`config.mk`:
```
export PLATFORM = sky130hd
export DESIGN_NAME = wwdt_top
export DESIGN_NICKNAME = d
export VERILOG_FILES = /design/src/wwdt_pkg.sv /design/src/wwdt_top.sv
export SDC_FILE = /design/constraint.sdc
export NUM_CORES = 1
export LEC_CHECK = 0
export BUFFER_PORTS_ARGS = -buffer_cell sky130_fd_sc_hd__clkbuf_2
export CAP_MARGIN = 40
export CORE_MARGIN = 1
export CORE_UTILIZATION = 41
export DETAILED_ROUTE_END_ITERATION = 12
export GPL_ROUTABILITY_DRIVEN = 0
export MAX_ROUTING_LAYER = met4
export RECOVER_POWER = 25
export SLEW_MARGIN = 40
export SYNTH_ARGS = -nofsm -noshare
export SYNTH_HDL_FRONTEND = slang
export SYNTH_SLANG_ARGS = --single-unit
```
`constraint.sdc`:
```
create_clock -name clk -period 5.6 [get_ports clk]
set_input_delay 0.56 -clock clk [delete_from_list [all_inputs] [get_ports clk]]
set_output_delay 0.56 -clock clk [all_outputs]
set_load 0.01 [all_outputs]
```
`src/wwdt_pkg.sv`:
```
/*
 * wwdt_pkg: constants, register map and bus carrier types for the
 * window watchdog. Assumes a 125 MHz base clock and a die-to-die
 * register port whose strobes are synchronous to that clock.
 */
// Contract
// - The watchdog runs only in Normal mode, clocked from its own base clock.
// - The timeout field picks a window period of 10 ms doubled per code up to 1280 ms.
// - After reset release a plain watchdog with a fixed initial timeout runs with window open.
// - 0xAA before the initial timeout enters window mode; expiry or another value resets.
// - In window mode service writes are forbidden in the first half of the period.
// - The window-open bit reads one while the service window is open, else zero.
// - In window mode a period expiry or a wrong value forces a watchdog reset.
// - While the test disable is present the watchdog is off and the off bit is set.
// - On disable the service state returns to default; re-enable needs the initial sequence.
// - Service writes while disabled are ignored entirely.
// - In low power the watchdog is halted and the service state returns to default.
// - A register read in Stop mode shows the watchdog-off bit set.
// - Offsets decode against base 0x0200 blocking and 0x0300 non-blocking.
package wwdt_pkg;

    // bus address layout
    localparam int unsigned         ADDR_W        = 16;
    localparam logic [ADDR_W-1:0]   BASE_BLOCKING = 16'h0200;
    localparam logic [ADDR_W-1:0]   BASE_NONBLOCK = 16'h0300;
    localparam logic [7:0]          OFS_CFG_STAT  = 8'h10;
    localparam logic [7:0]          OFS_SERVICE   = 8'h11;

    // register fields
    localparam int unsigned         BIT_OFF       = 7;
    localparam int unsigned         BIT_OPEN      = 6;
    localparam int unsigned         SEL_W         = 3;
    localparam logic [SEL_W-1:0]    SEL_RESET     = 3'h0;
    localparam logic [7:0]          SVC_FIRST     = 8'hAA;
    localparam logic [7:0]          SVC_SECOND    = 8'h55;
    localparam logic [7:0]          READ_ZERO     = 8'h00;

    // timing
    localparam int unsigned         CLK_KHZ       = 125000;
    localparam int unsigned         PERIOD_MIN_MS = 10;
    localparam int unsigned         INIT_TO_MS    = 256;
    localparam int unsigned         PERIOD_MIN_CYC = PERIOD_MIN_MS * CLK_KHZ;
    localparam int unsigned         INIT_TO_CYC   = INIT_TO_MS * CLK_KHZ;
    localparam int unsigned         CNT_W         = 32;

    // register access request from the die-to-die port
    typedef struct packed {
        logic               wr;
        logic               rd;
        logic [ADDR_W-1:0]  addr;
        logic [7:0]         wdata;
    } wwdt_req_t;

    // operating conditions of the die
    typedef struct packed {
        logic               normalMode;
        logic               lowPower;
        logic               testDisable;
    } wwdt_mode_t;

endpackage

```
`src/wwdt_top.sv`:
```
/*
 * wwdt_top: window watchdog with its register pair.
 *
 * behaviour in brief:
 *  - off state: counter cleared, next service value 0xAA, window shut
 *  - initial phase: plain timeout of INIT_TO_CYCLES, window shown open,
 *    any timeout code may be written without touching that timeout
 *  - first 0xAA service write moves to window mode
 *  - window mode: period is PERIOD_MIN_CYCLES shifted by the timeout code;
 *    first half closed, second half open
 *  - accepted write in the open half restarts the period, flips expected value
 *  - early write, wrong value or expiry: one-cycle reset request,
 *    then a fresh initial phase
 *  - disable, low power or non-normal mode drop straight to off
 *
 * register map, low address byte, either base page:
 *  - config/status: off bit, open bit, three zero bits, timeout code
 *  - service: write only, reads as zero
 *
 * timing, in base clock cycles:
 *  - reset pulse one cycle after the faulty write or the last counted cycle
 *  - window opens at half the period, counted from the restart
 *  - read data stands for the cycle after the read strobe only
 *
 * usage notes:
 *  - service the initial phase with 0xAA well before its timeout
 *  - after that, alternate 0x55 and 0xAA, each inside the open half
 *  - poll the open bit rather than counting on host timers, since the
 *    base clock runs apart from the bus clock
 *  - changing the timeout code mid-window moves the open point at once,
 *    and a shorter code can expire the running period at once
 *
 * hazards and limits:
 *  - the reset request is a pulse; the device reset logic must catch it
 *  - the timeout code is kept through disable; only srst clears it
 *  - a stretched or held write strobe counts as one write per cycle
 *
 * assumes clk is the independent base clock, register strobes arrive
 * synchronous to it, and wdResetReq is turned into a device reset
 * outside this block.
 */
module wwdt_top
    import wwdt_pkg::*;
#(
    parameter int unsigned PERIOD_MIN_CYCLES = PERIOD_MIN_CYC,
    parameter int unsigned INIT_TO_CYCLES    = INIT_TO_CYC
)
(
    input  wire logic       clk,
    input  wire logic       srst,
    input  wire wwdt_req_t  req,
    input  wire wwdt_mode_t mode,
    output logic [7:0]      rdData,
    output logic            rdValid,
    output logic            wdResetReq,
    output logic            windowOpen,
    output logic            wd_disabled_flag
);

    typedef enum logic [1:0] { WW_OFF, WW_INIT, WW_WINDOW } wwdt_state_t;

    wwdt_state_t        state_ff,   nxt_state;
    logic [CNT_W-1:0]   cnt_ff,     nxt_cnt;
    logic               expectAa_ff, nxt_expectAa;
    logic [SEL_W-1:0]   sel_ff,     nxt_sel;
    logic               rst_ff,     nxt_rst;
    logic [7:0]         rdData_ff,  nxt_rdData;
    logic               rdValid_ff, nxt_rdValid;

    logic               active;
    logic               hitBase;
    logic [7:0]         ofs;
    logic               cfgWr;
    logic               svcWr;
    logic [CNT_W-1:0]   period;
    logic [CNT_W-1:0]   halfPeriod;
    logic               svcValue;
    logic               winOpen;
    logic               initExpired;
    logic               periodExpired;
    logic [CNT_W-1:0]   periodTable [2**SEL_W];

    // running conditions: normal mode, not halted, not test-disabled
    assign active = mode.normalMode & ~mode.lowPower & ~mode.testDisable;
    assign wd_disabled_flag  = ~active;

    // address decode against either global window
    assign ofs     = req.addr[7:0];
    assign hitBase = (req.addr[ADDR_W-1:8] == BASE_BLOCKING[ADDR_W-1:8])
                   | (req.addr[ADDR_W-1:8] == BASE_NONBLOCK[ADDR_W-1:8]);
    assign cfgWr   = req.wr & hitBase & (ofs == OFS_CFG_STAT);
    assign svcWr   = req.wr & hitBase & (ofs == OFS_SERVICE) & active;

    // period doubles per code; shift keeps it one multiplier-free path
    genvar code;
    generate
        for (code = 0; code < 2**SEL_W; code++)
        begin : g_period
            // one period per timeout code, precomputed constants
            assign periodTable[code] = CNT_W'(PERIOD_MIN_CYCLES) << code;
        end
    endgenerate
    assign period     = periodTable[sel_ff];
    assign halfPeriod = period >> 1;
    assign svcValue   = expectAa_ff ? (req.wdata == SVC_FIRST)
                                    : (req.wdata == SVC_SECOND);

    // expiry points, on the last counted cycle of each phase
    assign initExpired   = (cnt_ff >= CNT_W'(INIT_TO_CYCLES - 1));
    assign periodExpired = (cnt_ff >= period - CNT_W'(1));

    // open in the initial phase, and in the second half of a window
    always_comb
    begin
        case (state_ff)
            WW_INIT:   winOpen = 1'b1;
            WW_WINDOW: winOpen = (cnt_ff >= halfPeriod);
            default:   winOpen = 1'b0;
        endcase
    end
    assign windowOpen = winOpen;

    // sequence overview, one row per move:
    //   off      -> initial  when the die is running again
    //   initial  -> window   on a 0xAA service write
    //   initial  -> initial  with a reset pulse on a wrong value or expiry
    //   window   -> window   on the expected value in the open half
    //   window   -> initial  with a reset pulse on an early write,
    //                        a wrong value or a period expiry
    //   any      -> off      when disabled, halted or out of normal mode
    // the counter runs every cycle outside off and is cleared on each move, so a
    // period always starts with the closed half; the expected value
    // starts at 0xAA after every reset, disable or pulse

    // watchdog sequence next state
    always_comb
    begin
        nxt_state    = state_ff;
        nxt_cnt      = cnt_ff + CNT_W'(1);
        nxt_expectAa = expectAa_ff;
        nxt_rst      = 1'b0;
        case (state_ff)
            WW_OFF:
            begin
                // service state held at default while stopped
                nxt_cnt      = '0;
                nxt_expectAa = 1'b1;
                if (active)
                begin
                    nxt_state = WW_INIT;
                end
            end
            WW_INIT:
            begin
                if (svcWr)
                begin
                    // first service write decides: window mode or fault
                    if (req.wdata == SVC_FIRST)
                    begin
                        nxt_state    = WW_WINDOW;
                        nxt_cnt      = '0;
                        nxt_expectAa = 1'b0;
                    end
                    else
                    begin
                        nxt_rst = 1'b1;
                        nxt_cnt = '0;
                    end
                end
                else if (initExpired)
                begin
                    // no 0xAA in time; counter restarts, phase kept
                    nxt_rst = 1'b1;
                    nxt_cnt = '0;
                end
            end
            WW_WINDOW:
            begin
                if (svcWr)
                begin
                    // only the expected value in the open half is a service
                    if (winOpen && svcValue)
                    begin
                        nxt_cnt      = '0;
                        nxt_expectAa = ~expectAa_ff;
                    end
                    else
                    begin
                        // early write or wrong value
                        nxt_rst      = 1'b1;
                        nxt_state    = WW_INIT;
                        nxt_cnt      = '0;
                        nxt_expectAa = 1'b1;
                    end
                end
                else if (periodExpired)
                begin
                    // whole period passed without service
                    nxt_rst      = 1'b1;
                    nxt_state    = WW_INIT;
                    nxt_cnt      = '0;
                    nxt_expectAa = 1'b1;
                end
            end
            default:
            begin
                nxt_state = WW_OFF;
                nxt_cnt   = '0;
            end
        endcase
        // disable or low power wins over everything above
        if (!active)
        begin
            nxt_state    = WW_OFF;
            nxt_cnt      = '0;
            nxt_expectAa = 1'b1;
            nxt_rst      = 1'b0;
        end
    end

    // sequence registers
    always_ff @(posedge clk)
    begin
        if (srst)
        begin
            state_ff    <= WW_OFF;
            cnt_ff      <= '0;
            expectAa_ff <= 1'b1;
            rst_ff      <= 1'b0;
        end
        else
        begin
            state_ff    <= nxt_state;
            cnt_ff      <= nxt_cnt;
            expectAa_ff <= nxt_expectAa;
            rst_ff      <= nxt_rst;
        end
    end
    assign wdResetReq = rst_ff;

    // timeout field: writable any time, only the window phase uses it
    always_comb
    begin
        nxt_sel = sel_ff;
        if (cfgWr)
        begin
            nxt_sel = req.wdata[SEL_W-1:0];
        end
    end

    // read path: service register is write-only and reads zero
    // status bits come from live state, never from stored copies,
    // so a write to them has nothing to land in
    always_comb
    begin
        nxt_rdData  = READ_ZERO;
        nxt_rdValid = req.rd;
        if (req.rd && hitBase && (ofs == OFS_CFG_STAT))
        begin
            nxt_rdData[BIT_OFF]     = ~active;
            nxt_rdData[BIT_OPEN]    = winOpen;
            nxt_rdData[SEL_W-1:0]   = sel_ff;
        end
    end

    // timeout field register; survives disable on purpose
    always_ff @(posedge clk)
    begin
        if (srst)
        begin
            sel_ff <= SEL_RESET;
        end
        else
        begin
            sel_ff <= nxt_sel;
        end
    end

    // read registers; data drops back to zero between reads
    always_ff @(posedge clk)
    begin
        if (srst)
        begin
            rdData_ff  <= READ_ZERO;
            rdValid_ff <= 1'b0;
        end
        else
        begin
            rdData_ff  <= nxt_rdData;
            rdValid_ff <= nxt_rdValid;
        end
    end
    assign rdData  = rdData_ff;
    assign rdValid = rdValid_ff;

endmodule // wwdt_top
```
# After elaboration in Yosys (flattened, before gate mapping)
# Memory sizes are Yosys's and may differ from the RTL's.
# Cells that the tools add are included.
# classes
muxes	28
bitwise	13
eq_ne	12
reduce_logical	9
n_addsub	2
order_cmp	4
# op_table
cell	n
2-to-1 mux 32 bit	6
case mux 32 bit (2 select lines)	1
adder 32 x 1 -> 32 bit (second input constant)	1
>= comparator 32 x 25 -> 1 bit (second input constant)	1
>= comparator 32 x 31 -> 1 bit	1
>= comparator 32 bit	1
subtractor 32 x 1 -> 32 bit (second input constant)	1
== test 8 x 2 -> 1 bit (second input constant)	2
== test 8 x 5 -> 1 bit (second input constant)	2
2-to-1 mux 1 bit	12
2-to-1 mux 2 bit	5
== test 8 x 7 -> 1 bit (second input constant)	1
== test 8 bit (second input constant)	1
AND reduction 4 bit	2
AND 1 bit	6
inequality test 3 bit (second input constant)	2
case mux 2 bit (3 select lines)	1
NOT 1 bit	5
>= comparator 4 bit (second input constant)	1
inequality test 2 bit (second input constant)	2
NOT 3 -> 4 bit	1
case mux 1 bit (2 select lines)	2
OR reduction 2 bit	2
logical AND 1 bit	3
6 further kinds	6
# word_totals
input_bits	31
memories	1
romBits	256
register_bits	48
# mem_list
memory	depth	width	rd	rd_clocked_by_memory_dff	wr	line	source
(no name shown)	8	32	1	0	0	wwdt_top.sv:103	assign period = periodTable[sel_ff];

# Longest topological paths before layout
# logic_depth
word_depth	10
ltp_mapped	22

# Worst setup path before layout
# OpenSTA, ideal clock, no wires.
# synth_path
path_type	register to register
startpoint	reg sel_ff[1]
endpoint	reg cnt_ff[12]
n_path_buf	4
arrival_time_ns	4.106
synth_period_minus_slack_ns	4.170
path_slack_ns	1.430
path_stages_with_launch	23
cell_sequence	dfxtp_1 buf_2 inv_1 ha_1 clkbuf_2 nand2b_1 o22a_1 o41ai_1 a31oi_1 o31ai_1 and2_1 nand2_1 xnor2_1 ha_1 a21oi_1 nand2_1 a221oi_1 nand4_1 and2_1 a21o_1 buf_2 buf_4 nor2_1
# synth_via
elab_chain_cells	9
# synth_rtl
item	line	source
from (decl)	wwdt_top.sv:65	logic [SEL_W-1:0] sel_ff, nxt_sel;
from (signal assigned)	wwdt_top.sv:275	sel_ff <= nxt_sel;
NOT 3 -> 4 bit (implied by the code)	wwdt_top.sv:103	
memory (8 x 32 bit)	n/a	
2-to-1 mux 32 bit (implied by the code) (2 in series)	wwdt_top.sv:103	
subtractor 32 x 1 -> 32 bit	wwdt_top.sv:110	assign periodExpired = (cnt_ff >= period - CNT_W'(1));
>= comparator 32 bit	wwdt_top.sv:110	
2-to-1 mux 32 bit	wwdt_top.sv:196	else if (periodExpired)
2-to-1 mux 32 bit	wwdt_top.sv:179	if (svcWr)
case mux 32 bit (2 select lines)	wwdt_top.sv:142	case (state_ff)
to (signal assigned)	wwdt_top.sv:234	cnt_ff <= nxt_cnt;
to (decl)	wwdt_top.sv:63	logic [CNT_W-1:0] cnt_ff, nxt_cnt;
# No other way between the ends. The select of a mux whose other input is x is not followed.
# A chain may end at the register's enable or synchronous reset.

# Worst setup path after layout
# layout_path
startpoint	reg sel_ff[0]
endpoint	reg expectAa_ff
# layout_via
elab_chain_cells	10
word_cells_on_any_way	14
cone_classes	1 x add/sub; 2 x order compare; 1 x eq/ne; 6 x mux; 1 x bitwise; 2 x reduce/logical; 1 x memory
# layout_rtl
item	line	source
NOT 3 -> 4 bit (implied by the code) (*)	wwdt_top.sv:103	
memory (8 x 32 bit) (*)	n/a	
2-to-1 mux 32 bit (implied by the code) (*) (2 in series)	wwdt_top.sv:103	
branches (longest 6 deep; another with subtractor 32 x 1 -> 32 bit)	n/a	
to (signal assigned)	wwdt_top.sv:235	expectAa_ff <= nxt_expectAa;
to (decl)	wwdt_top.sv:64	logic expectAa_ff, nxt_expectAa;
# Every way passes the cells marked *. The select of a mux whose other input is x is not followed.

==> metrics.md <==
| Metric | Value |
|---|---|
| Worst path top cell family by delay | simple AND/OR/NAND/NOR gates |
| Die height | 100.7 um |
| WP data arrival | 5.21 ns |
| Final hold slack | 0.4829 ns |
| Place WS | 0.6914 ns |
| Starting density of the core | 42.78% |
| CP cell instances | inv_1 -> ha_1 -> nand2b_1 -> o22a_1 -> o41ai_1 -> a31oi_1 -> o31ai_1 -> and2_1 -> nand2_1 -> xnor2_1 -> ha_1 -> nand4_1 -> nor4_1 -> o311ai_1 -> nand4_1 -> and3_1 -> nor2b_1 -> and3b_1 -> o21ai_1 |
| Total gr overflow | 0 |
| HPWL after detailed placement | 7656 um |
| Post-cts hold buffer count | 0 |
| Fin cells | 663 |
| Pwr dens | 132.7 nW/um^2 |
| Max Slew Vio Count | 0 |
| I/O Buffers | 38 |
| Top_reg_cell synth | dfxtp_1 |
| Crit-path slowest cell | dfxtp_1 |
| Outcome | finished, final reports clean |
| Synth Area in XOR/XNOR | 10.10% |
| Via density | 5.427 |
| Final hold vios | 0 |
| Asr flop ratio synth | 0% |
| Row cnt | 35 |
| Area leader, netlist | dfxtp_1 |
| Hold Startpoint | cnt_ff[0]$_SDFF_PP0_ |
| Synth cell types | 67 |
| Most frequent cell after synthesis | nor2_1 |
| Hold Path Sink | cnt_ff[0]$_SDFF_PP0_ |
| Final setup violation count | 0 |
| Layout cell share with drive strength beyond 1 | 9.738% |
| DR iter-0 viols | 201 |
| FF+latch count, synth | 45 |
| Vias | 3598 |
| CTS buffer count | 5 |
| Final worst setup slack | 0.5800 ns |
| All-Layer GR Usage | 20.88% |
| Detail Route Antenna Nets | 0 |
| Leakage | 1.727 nW |
| Comb power frac | 4.1% |
| Worst-Margin Slew | 0.6698 ns |
| First-pass GRT wire length | 16420 um |
| Clk pwr share | 40.0% |
| Clk_lat worst skew | 0.31 ns |
| FMAX | 199.2 MHz |
| Min-delay worst type | reg2reg |
| Root buffer cell | clkbuf_8 |
| Core Area | 9328 um^2 |
| Hold Path Depth | 1 |
| Maxcap violations | 0 |
| Nets | 619 |
| Initial antenna violation count | 0 |
| Placed Instances | 655 |
| Post-route DRC | 0 |
| Crit end category | flop |
| Reg2Reg Setup Slack | 0.58 ns |
| Largest family of logic cells by synthesized area | simple AND/OR/NAND/NOR gates |
| Ys Warns | 0 |
| Syn avg cell area | 7.933 um^2 |
| Total wire length | 9635 um |
| Io pins | 43 |
| Fin Clk Skew | 0.004686 ns |
| Area share of the largest cell type after synthesis | 22.58% |
| Crit-path max cell delay | 0.56 ns |
| Clock transition at path regs | 0.09 ns |
| Seq/Total Area, Yosys | 22.58% |
| Post-Synthesis Cells | 503 |
| Compound-Gate Fraction of Synth Area | 15.58% |
| Synth top area cells | dfxtp_1 (23%), ha_1 (17%), nor2_1 (6.1%) |
| CP startpoint kind | flop |
| Commonest cells in the netlist | nor2_1 (65), ha_1 (55), dfxtp_1 (45) |
| Worst-case reg-to-reg path depth | 19 |
| Worst vdd ir | 84.34 uV |
| CP max FO | 9 |
| Synth-to-Final Area Change | 8.874% |
| Synth Area in Adders | 17.25% |
| DIE AREA | 10130 um^2 |
| Post-layout util | 46.57% |
| Largest net degree at the start of global routing | 44 |
| Clk buf depth | 2 |
| Simple-gate share of the synthesized area | 26.62% |
| Seq pwr share | 55.9% |
| Rel. slew slack | 54.88% |
| Reg2reg end | expectAa_ff$_SDFFE_PP1P_ |
| Die width | 100.7 um |
| TritonRoute pass-1 iters | 4 |
| Post-layout min period | 5.020 ns |
| Post-CTS sizing | 0 |
| ANT cells | 0 |
| Pint | 0.0004457 W |
| Switching power | 0.0001305 W |
| H-tree Lvls | 2 |
| Setup TNS Final | 0 ns |
| RSZ-0062 raised after global routing | no |
| CTS tree | done |
| Mux cell area share after synthesis | 2.352% |
| Postcts setup bufs | 0 |
| Synth Cell Area | 3990 um^2 |
| Period utilization | 89.64% |
| Routed WL per cell | 14.53 um |
| CP Buf/Inv Count | 1 |
| Vias in the first global route | 3473 |
| Switching Share | 22.65% |
| Number of flops mapped to enable cells by yosys | 0 |
| Critical R2R Launch | sel_ff[0]$_SDFFE_PP0P_ |
| Sinks on Clock Net | 45 |
| Crit path kind | reg2reg |
| CP required | 5.79 ns |
==> layer usage <==
layer	global-route usage [%]	up-vias	part of all wire [%]
li1	-	1847	-
met1	27.45	1669	50
met2	33.19	65	44
met3	2.219	17	3.0
met4	7.581	0	2.5
met5	-	-	0
==> how the worst max path moves through the flow <==
stage | startpoint | cells past startpoint | to
after detailed placement | sel_ff[0]$_SDFFE_PP0P_ | 19 | cnt_ff[17]$_SDFF_PP0_
after floorplan | sel_ff[1]$_SDFFE_PP0P_ | 22 | cnt_ff[12]$_SDFF_PP0_
after global routing | sel_ff[0]$_SDFFE_PP0P_ | 19 | expectAa_ff$_SDFFE_PP1P_
final | sel_ff[0]$_SDFFE_PP0P_ | 19 | expectAa_ff$_SDFFE_PP1P_
after global placement | sel_ff[0]$_SDFFE_PP0P_ | 19 | cnt_ff[5]$_SDFF_PP0_
after CTS | sel_ff[0]$_SDFFE_PP0P_ | 19 | cnt_ff[17]$_SDFF_PP0_
==> cell usage in the layout (no fill, tap or decap), types with 3 or more instances in the layout <==
cell      count
xor2_1       25
mux2i_1       6
nor2b_1       6
or3_1         3
conb_1        6
xnor2_1      21
nor4bb_1      4
nor4b_1       3
buf_4         4
a21o_1        4
a31oi_1       4
nand2_1      44
nand2b_1      8
inv_1        21
clkbuf_2     30
nor4_1        6
nor2_1       65
a21oi_1      24
o211ai_1      5
o21ai_0      18
nand3_1      25
dfxtp_1      45
o31ai_1       3
clkbuf_1      8
ha_1         55
and3_1        6
and2_1        6
o22ai_1       3
clkbuf_8      7
nand4_1      15
nor3_1        8
o21a_1        4
==> sequential cells by signal (all words and copies together) (netlist names) <==
| register | cells |
|---|---|
| expectAa_ff | 1 |
| rdValid | 1 |
| wdResetReq | 1 |
| state_ff | 2 |
| cnt_ff | 32 |
| sel_ff | 3 |
| rdData | 5 |
==> through the flow <==
stage                     cell area [um^2]  total power, W
after floorplan                       4009       0.0003413
after global placement                4253       0.0003532
after detailed placement              4253       0.0003536
after CTS                             4354       0.0005834
after global routing                  4344       0.0005999
final                                 4344       0.0005763
==> cell type report <==
cell class	count	area [um^2]
fill	959	4984
multi-input combinational	418	2892
sequential	45	900.9
timing repair buffer	42	210.2
tap	129	161.4
clock buffer	7	96.34
inverter	21	78.83
clock inverter	1	5.005
==> cells by family (layout without fill, tap and decap cells) <==
logic type	count (synthesis)	after routing
xor gates and xnor gates	46	46
DFF	45	45
AOI/OAI and AO/OA	92	92
adders and majority gates	55	55
and+or+nand+nor	211	211
buffers and inverters	45	71
muxes	8	8
other	1	6
==> power groups by stage <==
stage	combinational, W	clock, W	sequential [W]
6_report	0.0000238	0.000230	0.000322
2_1_floorplan	0.0000115	0	0.000330
5_1_grt	0.0000265	0.000251	0.000323
3_5_place_dp	0.0000238	0	0.000330
4_1_cts	0.0000239	0.000237	0.000322
3_3_place_gp	0.0000235	0	0.000330
Note: power is estimated with default switching activity, not from simulation.
